`config.mk`:
```
export PLATFORM = sky130hd
export DESIGN_NAME = deep_sleep_wake_control
export DESIGN_NICKNAME = d
export VERILOG_FILES = /design/src/hw/deep_sleep_wake_control.v
export VERILOG_INCLUDE_DIRS = /design/src /design/src/hw
export SDC_FILE = /design/constraint.sdc
export NUM_CORES = 1
export LEC_CHECK = 0
export ABC_AREA = 1
export BUFFER_PORTS_ARGS = -buffer_cell sky130_fd_sc_hd__clkbuf_2
export CAP_MARGIN = 10
export CORE_ASPECT_RATIO = 0.9
export CORE_UTILIZATION = 61
export CTS_CLUSTER_DIAMETER = 100
export CTS_CLUSTER_SIZE = 24
export DETAILED_ROUTE_END_ITERATION = 6
export PLACE_DENSITY_LB_ADDON = 0.25
export RECOVER_POWER = 100
export SKIP_LAST_GASP = 1
export SYNTH_ARGS = -nofsm -noshare
export SYNTH_HDL_FRONTEND = slang
export SYNTH_SLANG_ARGS = --single-unit
```
`constraint.sdc`:
```
create_clock -name aclk -period 3.9 [get_ports aclk]
set_clock_uncertainty 0.2 [all_clocks]
set_input_delay 0.78 -clock aclk [delete_from_list [all_inputs] [get_ports aclk]]
set_output_delay 0.78 -clock aclk [all_outputs]
set_load 0.01 [all_outputs]
```
`src/hw/deep_sleep_consts.vh`:
```
// Function
// - Config bit seven enables deep sleep watchdog
// - Watchdog ignores main watchdog enable state
// - Deep sleep entry restarts watchdog counter
// - Config bit four picks watchdog clock
// - Bits three to zero pick postscaler
// - Config bit five picks calendar clock
// - Device starts watchdog clock if off
// - Entry sets deep sleep flag; software clears
// - True power-on while awake resets all deep sleep logic
// - Wake-up clears the arm bit
// - Pin change in sleep sets bit 8
// - Fault in sleep sets bit 7
// - Watchdog timeout in sleep sets bit 4
// - Calendar alarm in sleep sets bit 3
// - Enabled asserted reset pin in sleep sets bit 2
// - Flags reset by outside power-on; setting the arm bit also clears the wake flags
`ifndef DEEP_SLEEP_CONSTS_VH
`define DEEP_SLEEP_CONSTS_VH

// ----------------------------------------
// Register byte addresses
// ----------------------------------------
`define ADDR_CONTROL 4'h0
`define ADDR_WAKE 4'h4
`define ADDR_RESET_CTRL 4'h8
`define ADDR_CONFIG 4'hC

// ----------------------------------------
// Field positions
// ----------------------------------------
`define CFG_WD_EN 7
`define CFG_CAL_SEL 5
`define CFG_WD_SEL 4
`define CFG_PS_HI 3
`define CFG_PS_LO 0
`define CTL_ARM 15
`define CTL_RELEASE 0
`define RC_DSLEEP 10
`define RC_POR 0
`define WK_PIN 8
`define WK_FAULT 7
`define WK_WDT 4
`define WK_ALARM 3
`define WK_MRST 2
`define WK_POR 0
`define WK_MASK 16'h019D

// ----------------------------------------
// Reset values and answers
// ----------------------------------------
`define CFG_RESET 8'h8F
`define RESP_OKAY 2'h0
`define RESP_SLVERR 2'h2
`define WD_MIN_TICKS 6'h06

`endif

```
`src/hw/deep_sleep_wake_control.v`:
```
// Design decisions made here: the AXI4-Lite interface to the registers and the register offsets.
`timescale 1ns/100ps
`default_nettype none
`include "deep_sleep_consts.vh"

module deep_sleep_wake_control #(
	parameter CFG_RESET_VAL = 8'h8F
) (
	// Clock and reset
	input wire aclk,
	input wire aresetn,
	// AXI4-Lite write address
	input wire [3:0] s_axi_awaddr,
	input wire s_axi_awvalid,
	output wire s_axi_awready,
	// AXI4-Lite write data
	input wire [31:0] s_axi_wdata,
	input wire [3:0] s_axi_wstrb,
	input wire s_axi_wvalid,
	output wire s_axi_wready,
	// AXI4-Lite write response
	output reg [1:0] s_axi_bresp,
	output reg s_axi_bvalid,
	input wire s_axi_bready,
	// AXI4-Lite read
	input wire [3:0] s_axi_araddr,
	input wire s_axi_arvalid,
	output wire s_axi_arready,
	output reg [31:0] s_axi_rdata,
	output reg [1:0] s_axi_rresp,
	output reg s_axi_rvalid,
	input wire s_axi_rready,
	// Power and core events
	input wire true_power_on,
	input wire sleep_instr,
	// Wake sources
	input wire pin_change_evt,
	input wire fault_evt,
	input wire alarm_evt,
	input wire master_reset_pin_en,
	input wire master_reset_pin_n,
	input wire supply_por_evt,
	// Oscillator ticks and status
	input wire secondary_oscillator_tick,
	input wire low_power_rc_osc_tick,
	input wire secondary_oscillator_on,
	input wire low_power_rc_osc_on,
	// Outputs
	output reg in_deep_sleep,
	output reg wake_pulse,
	output reg secondary_oscillator_req,
	output reg low_power_rc_osc_req,
	output reg calendar_clock_tick,
	output reg release_hold
);

	// ----------------------------------------
	// State
	// ----------------------------------------
	localparam ST_RUN = 1'b0;
	localparam ST_SLEEP = 1'b1;

	reg state_ff;
	reg arm_ff;
	reg [15:0] wake_ff;
	reg dsleep_flag_ff;
	reg por_flag_ff;
	reg [7:0] cfg_ff;
	reg [35:0] wd_cnt_ff;
	reg aw_hold_ff, w_hold_ff;
	reg [3:0] aw_addr_ff;
	reg [31:0] w_data_ff;
	reg [3:0] w_strb_ff;

	// Full reset: aresetn or a true power-on outside deep sleep
	wire hard_rst = !aresetn || (true_power_on && state_ff == ST_RUN);

	wire wd_en = cfg_ff[`CFG_WD_EN];
	wire wd_sel = cfg_ff[`CFG_WD_SEL];
	wire [3:0] ps = cfg_ff[`CFG_PS_HI:`CFG_PS_LO];
	wire wd_tick = wd_sel ? secondary_oscillator_tick : low_power_rc_osc_tick;
	wire wd_clk_on = wd_sel ? secondary_oscillator_on : low_power_rc_osc_on;
	// Postscale: 6*2^(2*ps) ticks, from 6 ticks up to 6*2^30 ticks
	wire [35:0] wd_limit = {30'h0, `WD_MIN_TICKS} << {ps, 1'b0};
	wire wd_timeout = state_ff == ST_SLEEP && wd_en && wd_cnt_ff >= wd_limit;
	wire mrst_evt = master_reset_pin_en && !master_reset_pin_n;
	wire enter = state_ff == ST_RUN && sleep_instr && arm_ff;
	wire any_wake = pin_change_evt || fault_evt || alarm_evt || mrst_evt ||
		supply_por_evt || wd_timeout;
	wire leave = state_ff == ST_SLEEP && any_wake;

	// ----------------------------------------
	// AXI4-Lite write path
	// ----------------------------------------
	assign s_axi_awready = !aw_hold_ff && !s_axi_bvalid;
	assign s_axi_wready = !w_hold_ff && !s_axi_bvalid;
	wire aw_have = aw_hold_ff || s_axi_awvalid;
	wire w_have = w_hold_ff || s_axi_wvalid;
	wire wr_go = aw_have && w_have && !s_axi_bvalid;
	wire [3:0] wr_addr = aw_hold_ff ? aw_addr_ff : s_axi_awaddr;
	wire [31:0] wr_data = w_hold_ff ? w_data_ff : s_axi_wdata;
	wire [3:0] wr_strb = w_hold_ff ? w_strb_ff : s_axi_wstrb;
	wire wr_lo = wr_strb[0];
	wire wr_hi = wr_strb[1];
	wire wr_ok = wr_addr == `ADDR_CONTROL || wr_addr == `ADDR_WAKE ||
		wr_addr == `ADDR_RESET_CTRL || wr_addr == `ADDR_CONFIG;
	wire wr_ctl = wr_go && wr_addr == `ADDR_CONTROL;
	wire wr_wake = wr_go && wr_addr == `ADDR_WAKE;
	wire wr_rc = wr_go && wr_addr == `ADDR_RESET_CTRL;
	wire wr_cfg = wr_go && wr_addr == `ADDR_CONFIG && wr_lo;
	wire arm_set = wr_ctl && wr_hi && wr_data[`CTL_ARM] && !arm_ff;

	always @(posedge aclk) begin
		if (!aresetn) begin
			aw_hold_ff <= 1'b0;
			w_hold_ff <= 1'b0;
			aw_addr_ff <= 4'h0;
			w_data_ff <= 32'h0;
			w_strb_ff <= 4'h0;
			s_axi_bvalid <= 1'b0;
			s_axi_bresp <= `RESP_OKAY;
		end else begin
			if (s_axi_awvalid && s_axi_awready && !wr_go) begin
				aw_hold_ff <= 1'b1;
				aw_addr_ff <= s_axi_awaddr;
			end
			if (s_axi_wvalid && s_axi_wready && !wr_go) begin
				w_hold_ff <= 1'b1;
				w_data_ff <= s_axi_wdata;
				w_strb_ff <= s_axi_wstrb;
			end
			if (wr_go) begin
				aw_hold_ff <= 1'b0;
				w_hold_ff <= 1'b0;
				s_axi_bvalid <= 1'b1;
				s_axi_bresp <= wr_ok ? `RESP_OKAY : `RESP_SLVERR;
			end else if (s_axi_bready) begin
				s_axi_bvalid <= 1'b0;
			end
		end
	end

	// ----------------------------------------
	// AXI4-Lite read path
	// ----------------------------------------
	assign s_axi_arready = !s_axi_rvalid;
	reg [31:0] rd_val;
	reg rd_ok;
	always @* begin
		rd_val = 32'h0;
		rd_ok = 1'b1;
		case (s_axi_araddr)
		`ADDR_CONTROL: begin
			rd_val[`CTL_ARM] = arm_ff;
			rd_val[`CTL_RELEASE] = release_hold;
		end
		`ADDR_WAKE: rd_val[15:0] = wake_ff;
		`ADDR_RESET_CTRL: begin
			rd_val[`RC_DSLEEP] = dsleep_flag_ff;
			rd_val[`RC_POR] = por_flag_ff;
		end
		`ADDR_CONFIG: rd_val[7:0] = cfg_ff;
		default: rd_ok = 1'b0;
		endcase
	end

	always @(posedge aclk) begin
		if (!aresetn) begin
			s_axi_rvalid <= 1'b0;
			s_axi_rdata <= 32'h0;
			s_axi_rresp <= `RESP_OKAY;
		end else if (s_axi_arvalid && s_axi_arready) begin
			s_axi_rvalid <= 1'b1;
			s_axi_rdata <= rd_val;
			s_axi_rresp <= rd_ok ? `RESP_OKAY : `RESP_SLVERR;
		end else if (s_axi_rready) begin
			s_axi_rvalid <= 1'b0;
		end
	end

	// ----------------------------------------
	// Sleep sequencing and watchdog
	// ----------------------------------------
	always @(posedge aclk) begin
		if (hard_rst) begin
			state_ff <= ST_RUN;
			arm_ff <= 1'b0;
			release_hold <= 1'b0;
			wd_cnt_ff <= 36'h0;
			in_deep_sleep <= 1'b0;
			wake_pulse <= 1'b0;
			cfg_ff <= CFG_RESET_VAL;
		end else begin
			wake_pulse <= 1'b0;
			if (wr_cfg)
				cfg_ff <= wr_data[7:0];
			case (state_ff)
			ST_RUN: begin
				if (wr_ctl && wr_hi)
					arm_ff <= wr_data[`CTL_ARM];
				if (wr_ctl && wr_lo)
					release_hold <= wr_data[`CTL_RELEASE];
				if (enter) begin
					state_ff <= ST_SLEEP;
					in_deep_sleep <= 1'b1;
					wd_cnt_ff <= 36'h0;
				end
			end
			ST_SLEEP: begin
				if (wd_en && wd_tick)
					wd_cnt_ff <= wd_cnt_ff + 36'h1;
				if (leave) begin
					state_ff <= ST_RUN;
					in_deep_sleep <= 1'b0;
					arm_ff <= 1'b0;
					release_hold <= 1'b1;
					wake_pulse <= 1'b1;
				end
			end
			default: state_ff <= ST_RUN;
			endcase
		end
	end

	// ----------------------------------------
	// Oscillator requests and calendar clock
	// ----------------------------------------
	always @(posedge aclk) begin
		if (hard_rst) begin
			secondary_oscillator_req <= 1'b0;
			low_power_rc_osc_req <= 1'b0;
			calendar_clock_tick <= 1'b0;
		end else begin
			// Clock started by hardware; counting waits for its first tick
			if (state_ff == ST_SLEEP && wd_en && !wd_clk_on) begin
				secondary_oscillator_req <= wd_sel | secondary_oscillator_req;
				low_power_rc_osc_req <= !wd_sel | low_power_rc_osc_req;
			end else if (state_ff == ST_RUN) begin
				secondary_oscillator_req <= 1'b0;
				low_power_rc_osc_req <= 1'b0;
			end
			calendar_clock_tick <= cfg_ff[`CFG_CAL_SEL] ? secondary_oscillator_tick :
				low_power_rc_osc_tick;
		end
	end

	// ----------------------------------------
	// Status flags: hardware set beats software clear
	// ----------------------------------------
	reg [15:0] wake_set;
	always @* begin
		wake_set = 16'h0;
		wake_set[`WK_PIN] = in_deep_sleep && pin_change_evt;
		wake_set[`WK_FAULT] = in_deep_sleep && fault_evt;
		wake_set[`WK_WDT] = wd_timeout;
		wake_set[`WK_ALARM] = in_deep_sleep && alarm_evt;
		wake_set[`WK_MRST] = in_deep_sleep && mrst_evt;
		wake_set[`WK_POR] = supply_por_evt;
	end

	// ----------------------------------------
	// Wake-source flags, one slice per bit
	// ----------------------------------------
	// A true power-on while awake clears the flags but sets bit 0; one seen from sleep is ignored
	wire por_clear = true_power_on && state_ff == ST_RUN;
	// Unimplemented bits never set, so they always read back as zero
	wire [15:0] wake_keep = `WK_MASK;
	localparam LANE_BITS = 8;
	genvar gi;
	generate
	for (gi = 0; gi < 16; gi = gi + 1) begin : g_wake
		wire lane_wr = wr_wake && ((gi < LANE_BITS) ? wr_lo : wr_hi);
		wire set_bit = wake_set[gi] && wake_keep[gi];
		always @(posedge aclk) begin
			if (!aresetn) begin
				wake_ff[gi] <= 1'b0;
			end else if (por_clear) begin
				wake_ff[gi] <= (gi == `WK_POR);
			end else if (arm_set) begin
				wake_ff[gi] <= set_bit;
			end else if (lane_wr) begin
				// Writing zero clears, writing one keeps; a new event still wins
				wake_ff[gi] <= (wake_ff[gi] && wr_data[gi]) || set_bit;
			end else begin
				wake_ff[gi] <= wake_ff[gi] || set_bit;
			end
		end
	end
	endgenerate

	// Power-on flag survives a deep sleep exit; only aresetn or a true power-on while awake sets it again
	always @(posedge aclk) begin
		if (!aresetn) begin
			por_flag_ff <= 1'b1;
			dsleep_flag_ff <= 1'b0;
		end else if (por_clear) begin
			por_flag_ff <= 1'b1;
			dsleep_flag_ff <= 1'b0;
		end else begin
			if (enter)
				dsleep_flag_ff <= 1'b1;
			else if (wr_rc && wr_hi && !wr_data[`RC_DSLEEP])
				dsleep_flag_ff <= 1'b0;
			if (wr_rc && wr_lo && !wr_data[`RC_POR])
				por_flag_ff <= 1'b0;
		end
	end

endmodule
`default_nettype wire

```
==> impl_results.md, run 1 <==
- Status: finished, final reports clean
- CTS-repair resized insts: 0
- Post-synth EDFFs: 0
- Crit path buf inv count: 2
- DIE AREA: ~0.011 mm^2
- I/O pin cnt: 110
- Antenna violations before repair: 0
- CORE AREA: a little over 0.01 mm^2
- Post-detail-place hpwl: approximately 12000 um
- Avg WL per Cell: roughly 15 um
- Post-synthesis async set-or-reset flop share: 0
- Setup Crit Path Kind: reg2reg
- YS warnings: 0
- Post-synthesis cell count: around 940
- GRT Resource Usage Total: 0.3145
- Setup violations, final: 0
- Crit-path most repeated cell: nand2_1
- Leakage power figure: a little over 0.003 uW
- Port Buffers: 73
- Post-Syn Area per Cell: between 6 and 7 um^2
- CP cell instances: nand2_1 > nor2_1 > nand2_1 > nand2_2 > buf_4 > inv_1 > nor4_1 > nand2_2 > nor2_1 > nand2_1 > nand2_1 > nand2_1 > nor2_1
- Die H: 99.83 um
- Row count: 35
- Nets: between 1000 and 1500
- Internal power: about 2200 uW
- Htree depth: 4
- Most frequent cells in the layout: nand2_1, inv_1, dfxtp_1, a21oi_1, o21ai_0
- Final antenna-violating net count: 0
- Final min period: between 3000 and 4000 ps
- PnR worst setup slack: ~700 ps
- Num Clock Sinks: 114
- Post-CTS setup buffer count: 0
- Final wirelength: 17260 um
- Area of the mapped netlist: 0.006486 mm^2
- Max cap viols: 0
- Family with the most delay on the worst path: simple AND/OR/NAND/NOR gates
- Dpl ws: ~1100 ps
- Seq/Total Area, Yosys: 0.3519
- Initial DRC count: ~640
- Worst min-delay path category: reg2reg
- DRC errors left: 0
- Setup crit start kind: flip-flop
- Synth cell types: 43
- Vias in the first global route: around 5700
- DRT Pass-1 Iters: 5
- Avg Vias per Cell: 5.685
- Slew @ Worst Pin: around 1500 ps
- CTS tree: built
- Slowest-stage cell, CP: dfxtp_1
- Count of final hold-check violations: 0
- Fin. max-slew vios: 0
- Crit-path max FO: 21
- P&R area growth vs syn: 13.91%
- Pwr Density: between 400 and 500 mW/mm^2
- Highest clock rate: ~0.31 GHz
- Largest net degree at the start of global routing: slightly above 40
- Clock Latency Late Sink: between 400 and 500 ps
- Comb pwr share: 0.074
- Hold_buf cts: 0
- Endpoint type of the worst setup path: flip-flop
- CP arrival: around 3300 ps
- Clk network pwr share: 0.521
- Total gr overflow: 0
- Commonest non-fill, non-tap cell in the layout: nand2_1
- Starting Density: 0.6303
- Prevailing post-synth register cell: dfxtp_1
- Die width: about 110 um
- Psw: 795.4 uW
- # diodes: 0
- First-pass GRT wire length: ~28000 um
- Normalized max-slew margin: 0.01768
- Register share of total power: 0.405
- RSZ-0062 raised after global routing: no
- GPL Wtd Cong: about 0.96
- Num CTS Buffers: 17
- Synthesis-stage register bit count: roughly 110
- CTS Root Cell: clkbuf_16
- WP data required: approximately 4000 ps
- Sw frac: 0.2628
- CP peak stage delay: around 860 ps
- Worst VDD drop: 479.6 uV
- Worst-path clk slew: roughly 60 ps
- Tcrit/Tclk final: 0.8151
- Share of cells above drive strength 1: 0.1051
- Fin Setup TNS: 0 ps
- CTS Buffer Depth: 2
- Routed vias: ~6600
cell usage after synthesis (2+ instances only):
cell type | number | area [um^2]
inv_2 | 3 | 11.26
nor3_1 | 22 | 110.1
a21o_1 | 2 | 15.01
a211oi_1 | 4 | 30.03
o21a_1 | 2 | 15.01
nand3_1 | 34 | 170.2
nor2_4 | 3 | 33.78
dfxtp_1 | 114 | 2282
clkbuf_1 | 18 | 67.56
o21ai_0 | 81 | 405.4
or2_2 | 10 | 62.56
nor2_1 | 78 | 292.8
buf_1 | 3 | 11.26
nand2_2 | 6 | 37.54
ha_1 | 33 | 412.9
a31o_2 | 2 | 17.52
xor2_1 | 2 | 17.52
nor3b_1 | 7 | 52.55
buf_4 | 19 | 142.6
nand2_1 | 183 | 686.9
buf_2 | 5 | 25.02
a21oi_1 | 98 | 490.5
nand4_1 | 53 | 331.6
inv_1 | 122 | 457.9
clkinv_1 | 3 | 11.26
o221ai_1 | 7 | 61.31
nor4_1 | 4 | 25.02
nor2_2 | 4 | 25.02
o211ai_1 | 4 | 30.03
nand3_2 | 2 | 20.02
o21ai_2 | 2 | 17.52
final timing paths:
| check | start | to | slack, ps | cells after the start |
|---|---|---|---|---|
| setup / recovery | state_ff$_SDFF_PP0_ | wd_cnt_ff[18]$_SDFFE_PP0P_ | 720 | 13 |
| hold / removal | wake_ff[15]$_SDFFE_PP0P_ | wake_ff[15]$_SDFFE_PP0P_ | 240 | 2 |
| setup reg to reg | state_ff$_SDFF_PP0_ | wd_cnt_ff[18]$_SDFFE_PP0P_ | 720 | 13 |
| hold reg to reg | wake_ff[15]$_SDFFE_PP0P_ | wake_ff[15]$_SDFFE_PP0P_ | 240 | 2 |
final cells by class:
cell class / count / area, um^2
multi-input cells: 671 / 3483
fillers: 844 / 2903
flip-flops and latches: 114 / 2282
inverters: 128 / 480.5
clock buffers: 17 / 425.4
repair buffers: 83 / 384.1
clock inverters: 15 / 171.4
well taps: 129 / 161.4
worst register-to-register path: cells and delay by family, from the launching register on:
| kind | cells | cell delay [ps] |
|---|---|---|
| buf+inv | 2 | 450 |
| flops | 1 | 860 |
| simple gates | 11 | 1590 |
kinds of logic after synthesis:
| family | synth area share |
|---|---|
| buf+inv | 0.1138 |
| fa+ha+maj | 0.06366 |
| compound gates | 0.1730 |
| flops | 0.3519 |
| other cells | 0.0005781 |
| xor+xnor | 0.002701 |
| simple gates | 0.2944 |
per-stage QoR:
step,total power (uW),hold slack [ps],cells,util,instance area (um^2)
after floorplan,1400,217.4,959,-,6550
after detailed placement,1473,234.2,1125,0.6699,6894
after global routing,3111,268.8,1157,0.7179,7388
final,3027,240.5,1157,0.7179,7388
after CTS,3031,242.2,1157,0.7279,7491
after global placement,1468,231.5,1125,0.6699,6894
routing by layer:
layer | global-route usage | routed length, um | share of wire
met1 | 0.4390 | 7785 | 0.45
met2 | 0.5036 | 7698 | 0.45
met3 | 0.06099 | 1619 | 0.094
met4 | 0.07590 | 155 | 0.0090
met5 | 0 | 0 | 0
sequential cells by signal, indices dropped and copies added, names as in the netlist, 2 cells and up:
signal / flops
s_axi_rdata: 16
aw_addr_ff: 4
wd_cnt_ff: 36
w_data_ff: 16
wake_ff: 16
cfg_ff: 8
w_strb_ff: 2
power groups by stage:
| stage | Sequential [uW] | Combinational (uW) | Clock, uW |
|---|---|---|---|
| 6_report | 1230 | 225 | 1580 |
| 5_1_grt | 1230 | 250 | 1630 |
| 4_1_cts | 1220 | 228 | 1580 |
| 3_5_place_dp | 1250 | 223 | 0 |
| 3_3_place_gp | 1250 | 220 | 0 |
| 2_1_floorplan | 1250 | 149 | 0 |
Note: power is estimated with default switching activity, not from simulation.
==> run 2: changes to the inputs <==
--- a/config.mk
+++ b/config.mk
@@ -6,11 +6,11 @@
 export SDC_FILE = /design/constraint.sdc
 export NUM_CORES = 1
 export LEC_CHECK = 0
-export ABC_AREA = 1
+export ABC_AREA = 0
 export BUFFER_PORTS_ARGS = -buffer_cell sky130_fd_sc_hd__clkbuf_2
 export CAP_MARGIN = 10
 export CORE_ASPECT_RATIO = 0.9
-export CORE_UTILIZATION = 61
+export CORE_UTILIZATION = 56
 export CTS_CLUSTER_DIAMETER = 100
 export CTS_CLUSTER_SIZE = 24
 export DETAILED_ROUTE_END_ITERATION = 6
==> constraint.sdc (replaced) <==
create_clock -name aclk -period 3.3 [get_ports aclk]
set_clock_uncertainty 0.2 [all_clocks]
set_input_delay 0.66 -clock aclk [delete_from_list [all_inputs] [get_ports aclk]]
set_output_delay 0.66 -clock aclk [all_outputs]
set_load 0.01 [all_outputs]
==> impl_results.md, run 2 <==
- Status: finished, final reports clean
- CTS Root Cell: clkbuf_16
- Final wirelength: roughly 15000 um
- Dpl ws: roughly 420 ps
- First-pass GRT wire length: approximately 24000 um
- Crit path buf inv count: 1
- Antenna violations before repair: 0
- WP depth: 6
- Total gr overflow: 0
- # diodes: 0
- Seq/Total Area, Yosys: 0.3882
- Highest clock rate: around 0.33 GHz
- Normalized max-slew margin: 0.05874
- Die H: ~99 um
- Port Buffers: 73
- Post-route cell area: a little under 0.007 mm^2
- GRT Max-Usage Layer: met2
- Pwr Density: a little over 500 mW/mm^2
- Prevailing post-synth register cell: dfxtp_1
- Filler cells: 842
- Post-detail-place hpwl: roughly 11000 um
- CP peak stage delay: ~700 ps
- Non-Filler Instances: between 800 and 900
- GRT Resource Usage Total: 0.2854
- Max cap viols: 0
- DRC errors left: 0
- Final antenna-violating net count: 0
- Nets: 847
- CORE AREA: 0.01020 mm^2
- Met3 GRT Util: 0.06291
- R2R cell count: 6
- Synth top area cells: dfxtp_1, ha_1, nand2_1
- # placed instances: around 860
- Met1 Use GR: 0.3974
- Worst-path clk slew: approximately 60 ps
- WP data required: about 3400 ps
- Most frequent cells in the layout: dfxtp_1, nand2_1, nor2_1, a21oi_1, clkbuf_2
- CTS Buffer Depth: 2
- Reg2Reg Setup Slack: ~280 ps
- CP Launch Point: w_hold_ff$_SDFFE_PP0P_
- Slowest-stage cell, CP: dfxtp_1
- Routed vias: between 5000 and 6000
- Slew @ Worst Pin: roughly 1400 ps
- DIE AREA: 0.01091 mm^2
- Clk network pwr share: 0.540
- Count of final hold-check violations: 0
- I/O pin cnt: 110
- Starting Density: 0.5762
- Avg Vias per Cell: roughly 5.8
- PnR worst setup slack: about 280 ps
- CTS tree: built
- Final core occ: 0.6692
- Post-synthesis async set-or-reset flop share: 0
- Max reg flops: 36
- Post-CTS setup buffer count: 0
- Leakage power figure: 0.002763 uW
- Hold_buf cts: 0
- Sw frac: 0.2296
- Worst VDD drop: 545.0 uV
- Fin. max-slew vios: 0
- Initial DRC count: 443
- Synthesis-stage register bit count: approximately 110
- Post-synth top area share: 0.3882
- Post-synth top cells: dfxtp_1, nand2_1, nor2_1
- Top reg by flops: wd_cnt_ff
- Setup crit end: wake_ff[3]$_SDFF_PP0_
- Commonest non-fill, non-tap cell in the layout: dfxtp_1
- Htree depth: 4
- CTS-repair resized insts: 0
- Area leader, netlist: dfxtp_1
- Share of cells above drive strength 1: 0.1217
- Vias in the first global route: ~4900
- P&R area growth vs syn: 16.13%
- Post-Syn Area per Cell: 8.633 um^2
- Worst r2r src: w_hold_ff$_SDFFE_PP0P_
- Register share of total power: 0.400
- Crit-path max FO: 14
- YS warnings: 0
- Largest net degree at the start of global routing: 46
- CP cell instances: clkbuf_2 > mux2i_1 > or2_0 > or3_1 > and2_0 > a32o_1
- Num Clock Sinks: 114
- RSZ-0062 raised after global routing: no
- Fin Setup TNS: 0 ps
- GPL Wtd Cong: ~0.9
- Global Route met2 Usage: 0.4356
- Final min period: between 3000 and 4000 ps
- Tcrit/Tclk final: 0.9144
- Area of the mapped netlist: 0.005879 mm^2
- Post-synthesis cell count: roughly 700
- CP arrival: 3120 ps
- Post-synth EDFFs: 0
- Worst min-delay path category: in2reg
- Psw: a little over 800 uW
- Setup violations, final: 0
- Setup Crit Path Kind: reg2reg
- Row count: 35
- Setup crit start kind: flip-flop
- Clock Latency Late Sink: 410 ps
- Internal power: approximately 2700 uW
- Avg WL per Cell: ~16 um
- DRT Pass-1 Iters: 5
- Synth cell types: a little over 60
- Comb pwr share: 0.060
- Die width: approximately 110 um
- Endpoint type of the worst setup path: flip-flop
- Family with the most delay on the worst path: simple AND/OR/NAND/NOR gates
- Area after DPL: about 0.0063 mm^2
- Most common cell in the netlist: dfxtp_1
- Num CTS Buffers: 17
- R2r endpoint: wake_ff[3]$_SDFF_PP0_
==> run 2: changes by cell type after synthesis, sizes merged, moves of 15 or more <==
cell	before	now
inv	125	15
nand2	189	97
o21ai	83	9
a21oi	99	51
nand4	53	12
mux2i	0	34
xor2	2	21
nor2	85	68
and3	1	16
==> run 2: worst min-delay path by stage <==
stage,startpoint,endpoint,slack (ps),cells past startpoint
global route,s_axi_rready,s_axi_rvalid$_SDFFE_PN0P_,220,2
CTS,s_axi_rready,s_axi_rvalid$_SDFFE_PN0P_,220,2
global placement,w_data_ff[4]$_SDFFE_PN0P_,w_data_ff[4]$_SDFFE_PN0P_,240,2
floorplan,por_flag_ff$_SDFFE_PP1P_,por_flag_ff$_SDFFE_PP1P_,230,2
detailed placement,w_data_ff[10]$_SDFFE_PN0P_,w_data_ff[10]$_SDFFE_PN0P_,250,2
finish,s_axi_rready,s_axi_rvalid$_SDFFE_PN0P_,230,2
==> run 2: through the flow <==
step | hold slack (ps) | power, uW
floorplan | 231.2 | 1599
global placement | 237.8 | 1654
detailed placement | 245.8 | 1661
CTS | 217.1 | 3564
global route | 215.5 | 3658
finish | 227.7 | 3548
==> run 2: power by group through the flow <==
stage	registers (uW)	clock network (uW)	logic [uW]
after floorplan	1440	0	156
after global placement	1450	0	207
after detailed placement	1450	0	212
after CTS	1420	1930	215
after global routing	1420	2000	235
final	1420	1920	212
==> run 2: cells by family (layout without fill, tap and decap cells) <==
family,Yosys count,count (layout),share of synthesized area
other,1,18,0.0006378
muxes,39,39,0.07150
DFF,114,114,0.3882
and+or+nand+nor,298,298,0.2594
AOI/OAI and AO/OA,104,104,0.1102
adders and majority gates,33,33,0.07023
buffers and inverters,61,127,0.05363
xor gates and xnor gates,31,31,0.04618
==> run 2: area by class of cell <==
class	instances	area [um^2]	share of cell area
multi-input cells	523	3343	0.4896
well taps	129	161.4	0.02364
inverters	15	56.30	0.008246
repair buffers	80	366.6	0.05369
flip-flops and latches	114	2282	0.3342
clock inverters	14	188.9	0.02767
clock buffers	18	429.2	0.06286
==> run 2: per-layer routing <==
metal  wire, um  share of wire
met1       6873           0.47
met2       6637           0.46
met3        839          0.058
met4        221          0.015
met5          0              0
==> run 3: changes to the inputs <==
==> constraint.sdc (replaced) <==
create_clock -name aclk -period 3.3 [get_ports aclk]
set_clock_uncertainty 0.2 [all_clocks]
set_input_delay 0.825 -clock aclk [delete_from_list [all_inputs] [get_ports aclk]]
set_output_delay 0.825 -clock aclk [all_outputs]
set_load 0.01 [all_outputs]
==> impl_results.md, run 3 (same netlist as run 2, synthesis figures left out) <==
- Initial DRC count: roughly 430
- DRC errors left: 0
- Share of cells above drive strength 1: 0.1216
- Reg2Reg Setup Slack: roughly 210 ps
- DRT Pass-1 Iters: 5
- Largest net degree at the start of global routing: 46
- Worst min-delay path category: reg2reg
- Row count: 35
- R2r endpoint: wake_ff[3]$_SDFF_PP0_
- Psw: 783.7 uW
- GRT Resource Usage Total: 0.2782
- Hold_buf cts: 0
- Post-detail-place hpwl: approximately 11000 um
- Storage cell area: ~0.0023 mm^2
- Internal power: roughly 2900 uW
- WP data required: 3400 ps
- Avg Vias per Cell: ~5.8
- PnR worst setup slack: approximately 210 ps
- Starting Density: 0.5762
- Max cap viols: 0
- Status: finished, final reports clean
- Worst r2r src: w_hold_ff$_SDFFE_PP0P_
- Post-route cell area: 0.006873 mm^2
- # diodes: 0
- DIE AREA: ~0.011 mm^2
- Filler cells: approximately 840
- Max reg flops: 36
- CTS Buffer Depth: 2
- First-pass GRT wire length: about 23000 um
- Fin. max-slew vios: 0
- R2R cell count: 6
- Worst VDD drop: between 300 and 400 uV
- Antenna violations before repair: 0
- CP arrival: roughly 3200 ps
- Final wirelength: between 10000 and 15000 um
- Register share of total power: 0.389
- Count of final hold-check violations: 0
- Fin Setup TNS: 0 ps
- Worst-path clk slew: around 50 ps
- Nets: ~850
- Setup crit start kind: flip-flop
- Vias in the first global route: around 4800
- Routed vias: a little over 5000
- Dpl ws: slightly below 400 ps
- Die H: 99.21 um
- CORE AREA: between 0.01 and 0.015 mm^2
- Pwr Density: about 530 mW/mm^2
- Num CTS Buffers: 17
- Die width: approximately 110 um
- Final antenna-violating net count: 0
- Normalized max-slew margin: 0.04537
- Hold depth: 2
- Leakage power figure: around 0.0028 uW
- Sw frac: 0.2147
- Crit-path max FO: 14
- Worst Hold Launch: w_data_ff[4]$_SDFFE_PN0P_
- Final min period: 3091 ps
- Area occupied by multi-input gates: ~0.0033 mm^2
- Htree depth: 4
- Commonest non-fill, non-tap cell in the layout: dfxtp_1
- Slew @ Worst Pin: between 1000 and 1500 ps
- Most frequent cells in the layout: dfxtp_1, nand2_1, nor2_1, a21oi_1, clkbuf_2
- Clk network pwr share: 0.552
- Total gr overflow: 0
- GPL Wtd Cong: 0.8742
- Final core occ: 0.6736
- P&R area growth vs syn: 16.90%
- Port Buffers: between 70 and 80
- Clock Latency Late Sink: between 400 and 500 ps
- Comb pwr share: 0.059
- Top reg by flops: wd_cnt_ff
- Endpoint type of the worst setup path: flip-flop
- I/O pin cnt: 110
- Area after DPL: around 0.0063 mm^2
- Post-CTS setup buffer count: 0
- Hold endpoint: w_data_ff[4]$_SDFFE_PN0P_
- CTS-repair resized insts: 0
- RSZ-0062 raised after global routing: no
- Tcrit/Tclk final: 0.9368
- Num Clock Sinks: ~110
- Highest clock rate: around 0.32 GHz
- CTS tree: built
- Avg WL per Cell: ~16 um
- Setup Crit Path Kind: reg2reg
- CTS Root Cell: clkbuf_16
- Setup violations, final: 0
-- run 3: critical path, cell delays in order, from the launching register on --
cell	delay [ps]
dfxtp_1	580
clkbuf_1	680
mux2i_1	290
or2_0	290
or3_1	370
and2_2	300
a32o_1	270
-- run 3: power groups by stage --
stage          clock, uW  combinational (uW)  sequential, uW
2_1_floorplan          0                 156            1440
3_3_place_gp           0                 209            1450
3_5_place_dp           0                 215            1450
4_1_cts             2020                 218            1420
5_1_grt             2090                 237            1420
6_report            2010                 216            1420
-- run 3: cell type report --
type	instances	area share
multi-input cells	523	0.4859
flip-flops and latches	114	0.3321
clock buffers	21	0.06845
repair buffers	82	0.05571
clock inverters	10	0.02622
well taps	129	0.02348
inverters	15	0.008192
-- run 3: how the worst max path moves through the flow --
stage	from	endpoint	slack [ps]	cells past startpoint
after floorplan	cfg_ff[0]$_SDFFE_PP1P_	state_ff$_SDFF_PP0_	590	10
after global placement	cfg_ff[1]$_SDFFE_PP1P_	state_ff$_SDFF_PP0_	470	9
after detailed placement	cfg_ff[0]$_SDFFE_PP1P_	state_ff$_SDFF_PP0_	390	10
after CTS	cfg_ff[0]$_SDFFE_PP1P_	state_ff$_SDFF_PP0_	340	10
after global routing	cfg_ff[0]$_SDFFE_PP1P_	state_ff$_SDFF_PP0_	70	10
final	w_hold_ff$_SDFFE_PP0P_	wake_ff[3]$_SDFF_PP0_	210	6
-- run 3: through the flow --
stage | power (uW) | hold slack [ps] | cells
CTS | 3657 | 253.9 | 894
detailed placement | 1663 | 246.8 | 863
floorplan | 1599 | 231.2 | 698
finish | 3651 | 251.7 | 894
global route | 3751 | 281.0 | 894
global placement | 1655 | 237.8 | 863
-- run 3: metal layers --
layer | GRT usage | vias to the layer above | part of all wire
li1 | - | 2520 | -
met1 | 0.3942 | 2452 | 0.47
met2 | 0.4240 | 190 | 0.45
met3 | 0.05439 | 27 | 0.063
met4 | 0.08821 | 0 | 0.017
met5 | 0 | - | 0
